[src/shared/drive_io_pkg.sv]
package drive_io_pkg;

  localparam int unsigned ADDR_W = 6;

  // register byte offsets
  localparam logic [5:0] OFS_CTRL      = 6'h00;
  localparam logic [5:0] OFS_STATUS    = 6'h04;
  localparam logic [5:0] OFS_IRQ_STAT  = 6'h08;
  localparam logic [5:0] OFS_IRQ_MASK  = 6'h0c;
  localparam logic [5:0] OFS_IN_FUNC   = 6'h10;
  localparam logic [5:0] OFS_IN_INV    = 6'h14;
  localparam logic [5:0] OFS_IN_FILT   = 6'h18;
  localparam logic [5:0] OFS_OUT_SEL   = 6'h1c;
  localparam logic [5:0] OFS_LATCH_CFG = 6'h20;
  localparam logic [5:0] OFS_LATCH0    = 6'h24;
  localparam logic [5:0] OFS_LATCH1    = 6'h28;
  localparam logic [5:0] OFS_ADC       = 6'h2c;

  // ctrl fields
  localparam int unsigned CTRL_SW_EN    = 0;
  localparam int unsigned CTRL_SW_FORCE = 1;
  localparam int unsigned CTRL_RLY_MODE = 2;
  localparam int unsigned CTRL_OUTA_SW  = 3;
  localparam int unsigned CTRL_OUTB_SW  = 4;
  localparam int unsigned CTRL_DAC_SEL  = 5;

  // reset values
  localparam logic [6:0]  RST_CTRL  = 7'h00;
  localparam logic [13:0] RST_FUNC  = 14'h0000;
  localparam logic [6:0]  RST_INV   = 7'h00;
  localparam logic [20:0] RST_FILT  = 21'h000000;
  localparam logic [3:0]  RST_OSEL  = 4'h0;
  localparam logic [3:0]  RST_LCFG  = 4'h0;
  localparam logic [3:0]  RST_MASK  = 4'h0;

  // input functions
  typedef enum logic [1:0] {
    FN_OFF   = 2'h0,
    FN_PLAIN = 2'h1,
    FN_FAULT = 2'h2,
    FN_LATCH = 2'h3
  } in_fn_t;

  // timing
  localparam int unsigned CLK_KHZ       = 200000;
  localparam int unsigned FILT_NS       = 40;
  localparam int unsigned FILT_BASE_CYC = (FILT_NS * CLK_KHZ + 999999) / 1000000;
  localparam int unsigned LATCH_MAX_NS  = 2000;
  localparam int unsigned LATCH_MAX_CYC = LATCH_MAX_NS * CLK_KHZ / 1000000;
  localparam int unsigned IO_PERIOD_US  = 250;
  localparam int unsigned IO_CYC        = IO_PERIOD_US * CLK_KHZ / 1000;
  localparam int unsigned ADC_RATE_KHZ  = 16;
  localparam int unsigned ADC_CYC       = CLK_KHZ / ADC_RATE_KHZ;
  localparam int unsigned DAC_RATE_KHZ  = 4;
  localparam int unsigned DAC_CYC       = CLK_KHZ / DAC_RATE_KHZ;

  typedef struct packed {
    logic [31:0] position;
    logic [31:0] itime;
    logic [15:0] velocity;
  } meas_t;

endpackage

[src/design/drive_io_enable_fault.sv]
`timescale 1ns/1ps

// Operation
// - input 8 is fixed to output-stage enable; software cannot reassign it
// - output stage enables only while safe torque off input is present
// - hardware enable AND software enable; software enable may be forced on
// - enable input active high; low keeps output stage off
// - enable input goes straight to logic, bypassing the periodic sample
// - relay mode bit: closed on no fault, or on no fault and enabled
// - any fault opens the relay and switches off the output stage
// - relay open always inhibits the output stage
// - relay ignores current-time limit and regeneration threshold; with the mode bit set it follows enable
// - fast input edge captures position or time within 2 us at filter codes 0 to 5
// - captured value is held until the controller reads it
// - programmable inputs are sampled every 250 us
// - each of inputs 1 to 7 has its own active level and filter setting
// - after reset inputs 1 to 7 have no function
// - two outputs with selectable source, refreshed every 250 us
// - analog input read at 16 kHz as 16 bits
// - selected measurement written to analog output at 4 kHz, 16 bits
module drive_io_enable_fault #(
  parameter int unsigned IO_CYC  = drive_io_pkg::IO_CYC,
  parameter int unsigned ADC_CYC = drive_io_pkg::ADC_CYC,
  parameter int unsigned DAC_CYC = drive_io_pkg::DAC_CYC
) (
  input  wire logic                 aclk,
  input  wire logic                 aresetn,
  input  wire logic [5:0]           awaddr,
  input  wire logic                 awvalid,
  output logic                      awready,
  input  wire logic [31:0]          wdata,
  input  wire logic [3:0]           wstrb,
  input  wire logic                 wvalid,
  output logic                      wready,
  output logic [1:0]                bresp,
  output logic                      bvalid,
  input  wire logic                 bready,
  input  wire logic [5:0]           araddr,
  input  wire logic                 arvalid,
  output logic                      arready,
  output logic [31:0]               rdata,
  output logic [1:0]                rresp,
  output logic                      rvalid,
  input  wire logic                 rready,
  input  wire logic [7:0]           digital_in,
  input  wire logic                 safe_torque_off_input,
  input  wire logic                 fault_req,
  input  wire drive_io_pkg::meas_t  meas,
  input  wire logic [15:0]          adc_data,
  output logic                      stage_enable,
  output logic                      relay_close,
  output logic                      programmable_output_a,
  output logic                      programmable_output_b,
  output logic                      adc_read,
  output logic [15:0]               dac_data,
  output logic                      dac_load,
  output logic                      irq
);

  if (IO_CYC < 2 || IO_CYC > 65536) begin : g_chk_io
    $error("IO_CYC out of range");
  end
  if (ADC_CYC < 2 || ADC_CYC > 65536) begin : g_chk_adc
    $error("ADC_CYC out of range");
  end
  if (DAC_CYC < 2 || DAC_CYC > 65536) begin : g_chk_dac
    $error("DAC_CYC out of range");
  end
  if (drive_io_pkg::FILT_BASE_CYC + 4 > drive_io_pkg::LATCH_MAX_CYC)
  begin : g_chk_lat
    $error("base filter too slow for latch");
  end

  typedef struct packed {
    logic [7:0]       s1;
    logic [7:0]       s2;
    logic             sto1;
    logic             sto2;
    logic [6:0]       filt;
    logic [6:0][10:0] fcnt;
    logic [6:0]       act_p;
    logic [6:0]       smp;
    logic [15:0]      io_cnt;
    logic [15:0]      adc_cnt;
    logic [15:0]      dac_cnt;
    logic [6:0]       ctrl;
    logic [13:0]      func;
    logic [6:0]       inv;
    logic [20:0]      fsel;
    logic [3:0]       osel;
    logic [3:0]       lcfg;
    logic [3:0]       mask;
    logic [3:0]       ist;
    logic [1:0][31:0] lat;
    logic [1:0]       lval;
    logic [15:0]      adc;
    logic             adc_rd;
    logic [15:0]      dac;
    logic             dac_ld;
    logic             out_a;
    logic             out_b;
    logic             stage;
    logic             relay;
    logic             fault;
    logic             irq;
    logic             aw_ok;
    logic             w_ok;
    logic [5:0]       waddr;
    logic [31:0]      wdat;
    logic [3:0]       wstb;
    logic             awrdy;
    logic             wrdy;
    logic             arrdy;
    logic             bval;
    logic [1:0]       bres;
    logic             rval;
    logic [31:0]      rdat;
    logic [1:0]       rres;
  } st_t;

  st_t q;
  st_t d;

  function automatic logic mapped(input logic [5:0] a);
    mapped = (a[1:0] == 2'h0) && (a <= drive_io_pkg::OFS_ADC);
  endfunction

  function automatic logic [31:0] merge(input logic [31:0] o,
                                        input logic [31:0] n,
                                        input logic [3:0]  s);
    merge = o;
    for (int b = 0; b < 4; b++) begin
      if (s[b]) begin
        merge[8*b +: 8] = n[8*b +: 8];
      end
    end
  endfunction

  function automatic logic pick(input logic [1:0] sel,
                                input logic       stage_on,
                                input logic       no_fault,
                                input logic       sw);
    case (sel)
      2'h0:    pick = 1'b0;
      2'h1:    pick = stage_on;
      2'h2:    pick = no_fault;
      default: pick = sw;
    endcase
  endfunction

  always_comb begin
    logic [10:0] thr;
    logic [6:0]  act;
    logic [6:0]  used;
    logic        ext_f;
    logic        fault;
    logic        hw_en;
    logic        sw_en;
    logic        drv_en;
    logic [3:0]  ev;
    logic [3:0]  clr;
    logic [1:0]  edg;
    logic [31:0] w;
    thr    = '0;
    act    = '0;
    used   = '0;
    ext_f  = 1'b0;
    fault  = 1'b0;
    hw_en  = 1'b0;
    sw_en  = 1'b0;
    drv_en = 1'b0;
    ev     = '0;
    clr    = '0;
    edg    = '0;
    w      = '0;
    d      = q;

    d.s1   = digital_in;
    d.s2   = q.s1;
    d.sto1 = safe_torque_off_input;
    d.sto2 = q.sto1;

    // per-input filter, length doubles per code step
    for (int i = 0; i < 7; i++) begin
      thr = 11'(drive_io_pkg::FILT_BASE_CYC) << q.fsel[3*i +: 3];
      if (q.s2[i] == q.filt[i]) begin
        d.fcnt[i] = '0;
      end else if (q.fcnt[i] >= thr - 11'h001) begin
        d.filt[i] = q.s2[i];
        d.fcnt[i] = '0;
      end else begin
        d.fcnt[i] = q.fcnt[i] + 11'h001;
      end
      act[i]  = q.filt[i] ^ q.inv[i];
      used[i] = q.func[2*i +: 2] != drive_io_pkg::FN_OFF;
      if (q.func[2*i +: 2] == drive_io_pkg::FN_FAULT && act[i]) begin
        ext_f = 1'b1;
      end
    end
    act    = act & used;
    d.act_p = act;

    // enable chain: no sampling, only the synchroniser
    hw_en  = q.s2[7];
    sw_en  = q.ctrl[drive_io_pkg::CTRL_SW_EN] |
             q.ctrl[drive_io_pkg::CTRL_SW_FORCE];
    drv_en = hw_en & sw_en & q.sto2;
    fault  = fault_req | ext_f;
    d.fault = fault;
    // relay sees only fault, mode and drive enable, never limits or thresholds
    d.relay = !fault &
              (!q.ctrl[drive_io_pkg::CTRL_RLY_MODE] | drv_en);
    d.stage = drv_en & !fault & d.relay;

    // periodic input sample and output refresh
    if (q.io_cnt == 16'(IO_CYC - 1)) begin
      d.io_cnt = '0;
      d.smp    = act;
      d.out_a  = pick(q.osel[1:0], q.stage, q.relay,
                      q.ctrl[drive_io_pkg::CTRL_OUTA_SW]);
      d.out_b  = pick(q.osel[3:2], q.stage, q.relay,
                      q.ctrl[drive_io_pkg::CTRL_OUTB_SW]);
    end else begin
      d.io_cnt = q.io_cnt + 16'h0001;
    end

    // analog input strobe
    d.adc_rd = 1'b0;
    if (q.adc_cnt == 16'(ADC_CYC - 1)) begin
      d.adc_cnt = '0;
      d.adc     = adc_data;
      d.adc_rd  = 1'b1;
    end else begin
      d.adc_cnt = q.adc_cnt + 16'h0001;
    end

    // analog output update
    d.dac_ld = 1'b0;
    if (q.dac_cnt == 16'(DAC_CYC - 1)) begin
      d.dac_cnt = '0;
      d.dac_ld  = 1'b1;
      case (q.ctrl[drive_io_pkg::CTRL_DAC_SEL +: 2])
        2'h0:    d.dac = q.ctrl[drive_io_pkg::CTRL_DAC_SEL] ?
                         meas.position[15:0] : meas.velocity;
        2'h1:    d.dac = meas.position[15:0];
        2'h2:    d.dac = q.adc;
        default: d.dac = q.lat[0][15:0];
      endcase
    end else begin
      d.dac_cnt = q.dac_cnt + 16'h0001;
    end

    // bus read, latch registers free on read
    if (q.rval && rready) begin
      d.rval = 1'b0;
    end
    if (arvalid && q.arrdy) begin
      d.rval = 1'b1;
      d.rres = mapped(araddr) ? 2'h0 : 2'h2;
      case (araddr)
        drive_io_pkg::OFS_CTRL:      d.rdat = 32'(q.ctrl);
        drive_io_pkg::OFS_STATUS:    d.rdat = {17'h00000, q.smp, 1'b0,
                                              q.lval, q.fault, q.sto2,
                                              q.s2[7], q.relay, q.stage};
        drive_io_pkg::OFS_IRQ_STAT:  d.rdat = 32'(q.ist);
        drive_io_pkg::OFS_IRQ_MASK:  d.rdat = 32'(q.mask);
        drive_io_pkg::OFS_IN_FUNC:   d.rdat = 32'(q.func);
        drive_io_pkg::OFS_IN_INV:    d.rdat = 32'(q.inv);
        drive_io_pkg::OFS_IN_FILT:   d.rdat = 32'(q.fsel);
        drive_io_pkg::OFS_OUT_SEL:   d.rdat = 32'(q.osel);
        drive_io_pkg::OFS_LATCH_CFG: d.rdat = 32'(q.lcfg);
        drive_io_pkg::OFS_LATCH0: begin
          d.rdat    = q.lat[0];
          d.lval[0] = 1'b0;
        end
        drive_io_pkg::OFS_LATCH1: begin
          d.rdat    = q.lat[1];
          d.lval[1] = 1'b0;
        end
        drive_io_pkg::OFS_ADC:       d.rdat = 32'(q.adc);
        default:                     d.rdat = '0;
      endcase
    end

    // fast capture; a held value is kept until read
    for (int i = 0; i < 2; i++) begin
      edg[i] = q.lcfg[2+i] ? (q.act_p[i] & !act[i])
                           : (!q.act_p[i] & act[i]);
      if (edg[i] && !q.lval[i] &&
          q.func[2*i +: 2] == drive_io_pkg::FN_LATCH) begin
        d.lat[i]  = q.lcfg[i] ? meas.itime : meas.position;
        d.lval[i] = 1'b1;
        ev[i]     = 1'b1;
      end
    end
    ev[2] = fault & !q.fault;
    ev[3] = q.stage & !d.stage;

    // bus write
    if (q.bval && bready) begin
      d.bval = 1'b0;
    end
    if (awvalid && q.awrdy) begin
      d.aw_ok = 1'b1;
      d.waddr = awaddr;
    end
    if (wvalid && q.wrdy) begin
      d.w_ok = 1'b1;
      d.wdat = wdata;
      d.wstb = wstrb;
    end
    if (q.aw_ok && q.w_ok && !q.bval) begin
      d.aw_ok = 1'b0;
      d.w_ok  = 1'b0;
      d.bval  = 1'b1;
      d.bres  = mapped(q.waddr) ? 2'h0 : 2'h2;
      case (q.waddr)
        drive_io_pkg::OFS_CTRL: begin
          w      = merge(32'(q.ctrl), q.wdat, q.wstb);
          d.ctrl = w[6:0];
        end
        drive_io_pkg::OFS_IRQ_STAT: begin
          w   = merge('0, q.wdat, q.wstb);
          clr = w[3:0];
        end
        drive_io_pkg::OFS_IRQ_MASK: begin
          w      = merge(32'(q.mask), q.wdat, q.wstb);
          d.mask = w[3:0];
        end
        drive_io_pkg::OFS_IN_FUNC: begin
          // only inputs 1 to 7 have fields here
          w      = merge(32'(q.func), q.wdat, q.wstb);
          d.func = w[13:0];
        end
        drive_io_pkg::OFS_IN_INV: begin
          w     = merge(32'(q.inv), q.wdat, q.wstb);
          d.inv = w[6:0];
        end
        drive_io_pkg::OFS_IN_FILT: begin
          w      = merge(32'(q.fsel), q.wdat, q.wstb);
          d.fsel = w[20:0];
        end
        drive_io_pkg::OFS_OUT_SEL: begin
          w      = merge(32'(q.osel), q.wdat, q.wstb);
          d.osel = w[3:0];
        end
        drive_io_pkg::OFS_LATCH_CFG: begin
          w      = merge(32'(q.lcfg), q.wdat, q.wstb);
          d.lcfg = w[3:0];
        end
        default: w = '0;
      endcase
    end

    // set wins over a same-cycle clear
    d.ist   = (q.ist & ~clr) | ev;
    d.irq   = |(d.ist & d.mask);
    d.awrdy = !d.aw_ok && !d.bval;
    d.wrdy  = !d.w_ok && !d.bval;
    d.arrdy = !d.rval;
  end

  always_ff @(posedge aclk) begin
    if (!aresetn) begin
      q      <= '0;
      q.ctrl <= drive_io_pkg::RST_CTRL;
      q.func <= drive_io_pkg::RST_FUNC;
      q.inv  <= drive_io_pkg::RST_INV;
      q.fsel <= drive_io_pkg::RST_FILT;
      q.osel <= drive_io_pkg::RST_OSEL;
      q.lcfg <= drive_io_pkg::RST_LCFG;
      q.mask <= drive_io_pkg::RST_MASK;
    end else begin
      q <= d;
    end
  end

  assign awready               = q.awrdy;
  assign wready                = q.wrdy;
  assign bvalid                = q.bval;
  assign bresp                 = q.bres;
  assign arready               = q.arrdy;
  assign rvalid                = q.rval;
  assign rdata                 = q.rdat;
  assign rresp                 = q.rres;
  assign stage_enable          = q.stage;
  assign relay_close           = q.relay;
  assign programmable_output_a = q.out_a;
  assign programmable_output_b = q.out_b;
  assign adc_read              = q.adc_rd;
  assign dac_data              = q.dac;
  assign dac_load              = q.dac_ld;
  assign irq                   = q.irq;

endmodule

[config.mk]
export PLATFORM = sky130hd
export DESIGN_NAME = drive_io_enable_fault
export DESIGN_NICKNAME = d
export VERILOG_FILES = /design/src/shared/drive_io_pkg.sv /design/src/design/drive_io_enable_fault.sv
export SDC_FILE = /design/constraint.sdc
export NUM_CORES = 1
export LEC_CHECK = 0
export ABC_AREA = 1
export BUFFER_PORTS_ARGS = -buffer_cell sky130_fd_sc_hd__buf_2
export CORE_MARGIN = 1.5
export CORE_UTILIZATION = 50
export DETAILED_ROUTE_END_ITERATION = 12
export GPL_TIMING_DRIVEN = 0
export PLACE_DENSITY = 0.69
export SLEW_MARGIN = 10
export SYNTH_ARGS = -nofsm -noshare
export SYNTH_HDL_FRONTEND = slang
export SYNTH_SLANG_ARGS = --single-unit
[constraint.sdc]
create_clock -name aclk -period 6.33 [get_ports aclk]
set_clock_uncertainty 0.2 [all_clocks]
set_input_delay 1.899 -clock aclk [delete_from_list [all_inputs] [get_ports aclk]]
set_output_delay 1.899 -clock aclk [all_outputs]
set_load 0.05 [all_outputs]
==> run_results.csv <==
group,metric,value,unit
outcome,outcome,"complete, no violations",
layout,area_of_combinational_cells_with_multiple_inputs,9580,um2
worst_setup_path,crit_buf_inv,5,
clocking,cts.repair_timing.setup_buffer_count,0,
power,p_sw,1.27,mW
grt,grt_overflow_total,0,
power,internal-power,4.22,mW
synthesis,synthesis.area_per_instance,7.41,um2
synthesis,warnings_from_yosys,0,
layout,fin_util,59.2,%
worst_setup_path,startpoint_type,"input port",
clocking,cts-root-buf,"sky130_fd_sc_hd__clkbuf_16",
clocking,cts_resized,0,
clocking,cts_tree,"done",
worst_setup_path,critical-path-top-delay-family,"buffers and inverters",
layout,synthToLayoutAreaGrowth,16.1,%
worst_setup_path,reg2reg_slack,2840,ps
power,clock_power_share,48.0,%
sta,timing.final.crit_period,3800,ps
layout,drive_gt1_share,15.4,%
synthesis,synth_area,19800,um2
synthesis,post-synth-top-count-cell,"sky130_fd_sc_hd__nand2_1",
power,netSwitchingFraction,23.2,%
worst_setup_path,worst_r2r_startpoint,"q[209]",
synthesis,ys.flop_type,"sky130_fd_sc_hd__dfxtp_1",
synthesis,synth_cell_type_count,57,
route,residual_antenna_violating_net_count_after_detailed_routing,0,
worst_setup_path,cp_slowest_stage_delay,730,ps
clocking,cts_htree_levels,2,
sta,slew_headroom,41.3,%
placement,dpl-instance-area,21600,um2
synthesis,synth-async-reset-ratio,0,%
grt,antenna_found_initial,4,
min_path,hp-start,"d[402]",
min_path,hold_class,"reg -> reg",
job,timing.max_cap.violations,0,
floorplanning,initial_utilization,51.0,%
power,max-vdd-ir-drop,0.000226,V
sta,rsz_0062_raised_after_global_routing,"false",
sta,finalHoldViolations,0,
floorplanning,placeableCoreArea,38900,um2
worst_setup_path,cp_data_arrival_time,4110,ps
worst_setup_path,required,6650,ps
layout,fin_nets,3173,
grt,grt_total_usage,28.8,%
worst_setup_path,path_max_fanout,10,
clocking,cts-buffers-inserted,44,
clocking,cts_sinks,401,
synthesis,yosys.area.top_type_share,40.5,%
route,avgRoutedWirePerCell,17.2,um
synthesis,synth_area_leader_cell,"sky130_fd_sc_hd__dfxtp_1",
sta,worst-slew-pin-transition,880,ps
clocking,clk_path_buf_depth,3,
floorplanning,fp.dieH,202,um
sta,finalMaxSlewViolations,0,
sta,fmax,0.263,GHz
layout,reg_area,8030,um2
synthesis,synth_edf_count,0,
power,sequentialPowerShare,47.0,%
worst_setup_path,timing.setup.critical_path_class,"in -> reg",
worst_setup_path,critical_path.endpoint_type,"register",
synthesis,yosys_register_bits,401,
power,share_comb_of_total_power,5.1,%
route,avgViaCountPerCell,5.46,
placement,dpl.hpwl,46400,um
floorplanning,die_area,40900,um2
synthesis,synth_sequential_area_ratio,40.5,%
floorplanning,row_count,72,
floorplanning,die_w,202,um
clocking,clkSlewWorstSetupHoldPaths,60,ps
route,post-route-drc-count,0,
placement,gpl.final_weighted_congestion,0.949,
synthesis,syn_inst,2678,
sta,setup_viol_count_final,0,
grt,largest_net_degree_at_the_start_of_global_routing,13,
clocking,insertion_delay_to_the_later_sink_of_the_worst_skew_pair,580,ps
placement,io_buffers,210,
synthesis,synth_area_leaders,"sky130_fd_sc_hd__dfxtp_1, sky130_fd_sc_hd__nand2_1, sky130_fd_sc_hd__inv_1",
sta,fin_setup_tns,0,ps
synthesis,synth.cells.most_frequent,"sky130_fd_sc_hd__nand2_1, sky130_fd_sc_hd__dfxtp_1, sky130_fd_sc_hd__inv_1",
layout,post_route_cell_area,23000,um2
power,p_leak,9.59,nW
route,dr_total_vias,19100,
grt,grt_first_pass_wirelength,93900,um
floorplanning,boundaryPins,225,
sta,timing.final.crit_share,60.0,%
worst_setup_path,launch_point_of_the_critical_path,"aresetn",
route,first_pass_iteration_count_of_the_detailed_router,7,
layout,fillCellCount,3720,
route,wirelength,60100,um
worst_setup_path,cp_slowest_cell,"sky130_fd_sc_hd__clkbuf_1",
route,detail_route.iter0.violations,1424,
power,pwrdens,238,nW/um2
clocking,hold_buffers,0,
worst_setup_path,timing.critical_path.cells,"buf_2 -> buf_2 -> clkbuf_1 -> clkbuf_1 -> nand2_1 -> inv_1",
grt,via_count_of_the_first_global_routing_pass,18100,
==> layout by cell type, fill, tap and decap left out, types with 11 or more instances in the layout <==
cell type / count
sky130_fd_sc_hd__o22ai_1: 31
sky130_fd_sc_hd__nand3b_1: 13
sky130_fd_sc_hd__or2_2: 18
sky130_fd_sc_hd__clkbuf_1: 70
sky130_fd_sc_hd__xor2_1: 32
sky130_fd_sc_hd__o221ai_1: 12
sky130_fd_sc_hd__buf_4: 59
sky130_fd_sc_hd__o21ai_0: 174
sky130_fd_sc_hd__dfxtp_1: 401
sky130_fd_sc_hd__nor2_1: 319
sky130_fd_sc_hd__a22oi_1: 14
sky130_fd_sc_hd__nand3_1: 99
sky130_fd_sc_hd__nor2_2: 14
sky130_fd_sc_hd__nand4_1: 27
sky130_fd_sc_hd__nor3_1: 28
sky130_fd_sc_hd__o21ai_1: 13
sky130_fd_sc_hd__ha_1: 71
sky130_fd_sc_hd__inv_2: 18
sky130_fd_sc_hd__nand2_1: 426
sky130_fd_sc_hd__clkbuf_16: 45
sky130_fd_sc_hd__xnor2_1: 15
sky130_fd_sc_hd__and3_1: 11
sky130_fd_sc_hd__inv_1: 348
sky130_fd_sc_hd__a211oi_1: 136
sky130_fd_sc_hd__buf_2: 236
sky130_fd_sc_hd__a21oi_1: 193
==> registers in the layout, indices dropped and copies added, names as in the netlist <==
name,count
wready,1
rdata,32
programmable_output_b,1
dac_data,16
rvalid,1
dac_load,1
d,9
arready,1
stage_enable,1
awready,1
bresp,1
bvalid,1
irq,1
q,330
programmable_output_a,1
relay_close,1
rresp,1
adc_read,1
==> tightest hold or removal path, stage by stage, from the launching register on <==
cell and delay (ps):
sky130_fd_sc_hd__dfxtp_1 300, sky130_fd_sc_hd__nand2_1 50, sky130_fd_sc_hd__inv_1 40
==> path summary, 6_finish.rpt <==
path | endpoint | cells past startpoint
hold / removal | q[402] | 2
setup reg to reg | q[320] | 15
setup / recovery | q[404] | 6
hold reg to reg | q[402] | 2
==> area by class of cell <==
| cell class | count | share of cell area, % |
|---|---|---|
| Timing Repair Buffer | 210 | 4.56 |
| Sequential cell | 401 | 34.9 |
| Inverter | 374 | 6.11 |
| Buffer | 150 | 3.68 |
| Clock inverter | 13 | 0.750 |
| Clock buffer | 66 | 5.62 |
| Tap cell | 518 | 2.81 |
| Antenna cell | 2 | 0.0217 |
| Multi-Input combinational cell | 1760 | 41.6 |
==> power by group through the flow <==
| stage | Combinational (mW) | Clock, mW | Sequential [mW] |
|---|---|---|---|
| CTS | 0.274 | 2.67 | 2.58 |
| detailed placement | 0.273 | 0 | 2.63 |
| global placement | 0.268 | 0 | 2.63 |
| global route | 0.301 | 2.78 | 2.58 |
| floorplan | 0.141 | 0 | 2.63 |
| finish | 0.278 | 2.63 | 2.58 |
==> kinds of logic after synthesis <==
group	count (synthesis)	synth area share [%]
flip-flops	401	40.5
XOR/XNOR	47	2.08
AND/OR/NAND/NOR	1008	22.6
other	2	0.0379
adder cells (fa/ha/maj)	71	4.48
buffers and inverters	524	11.4
AO/OA/AOI/OAI	625	18.9
==> through the flow <==
step | total power, mW | hold slack, ps | setup WS [ps] | std cells
6_report | 5.49 | 216 | 2530 | 3494
5_1_grt | 5.66 | 242 | 2540 | 3493
4_1_cts | 5.52 | 219 | 2530 | 3492
3_5_place_dp | 2.90 | 204 | 1940 | 3413
3_3_place_gp | 2.90 | 204 | 2010 | 3413
2_1_floorplan | 2.77 | 190 | 3240 | 2685
==> routing by layer <==
layer  GRT usage (%)  wire length [um]  vias to the layer above
li1                -                 -                     9361
met1            38.2             26600                     8878
met2            47.3             27500                      685
met3            4.69              3900                      134
met4            10.7              2090                        4
met5               0                24                        -
(Power assumes the default switching activity.)
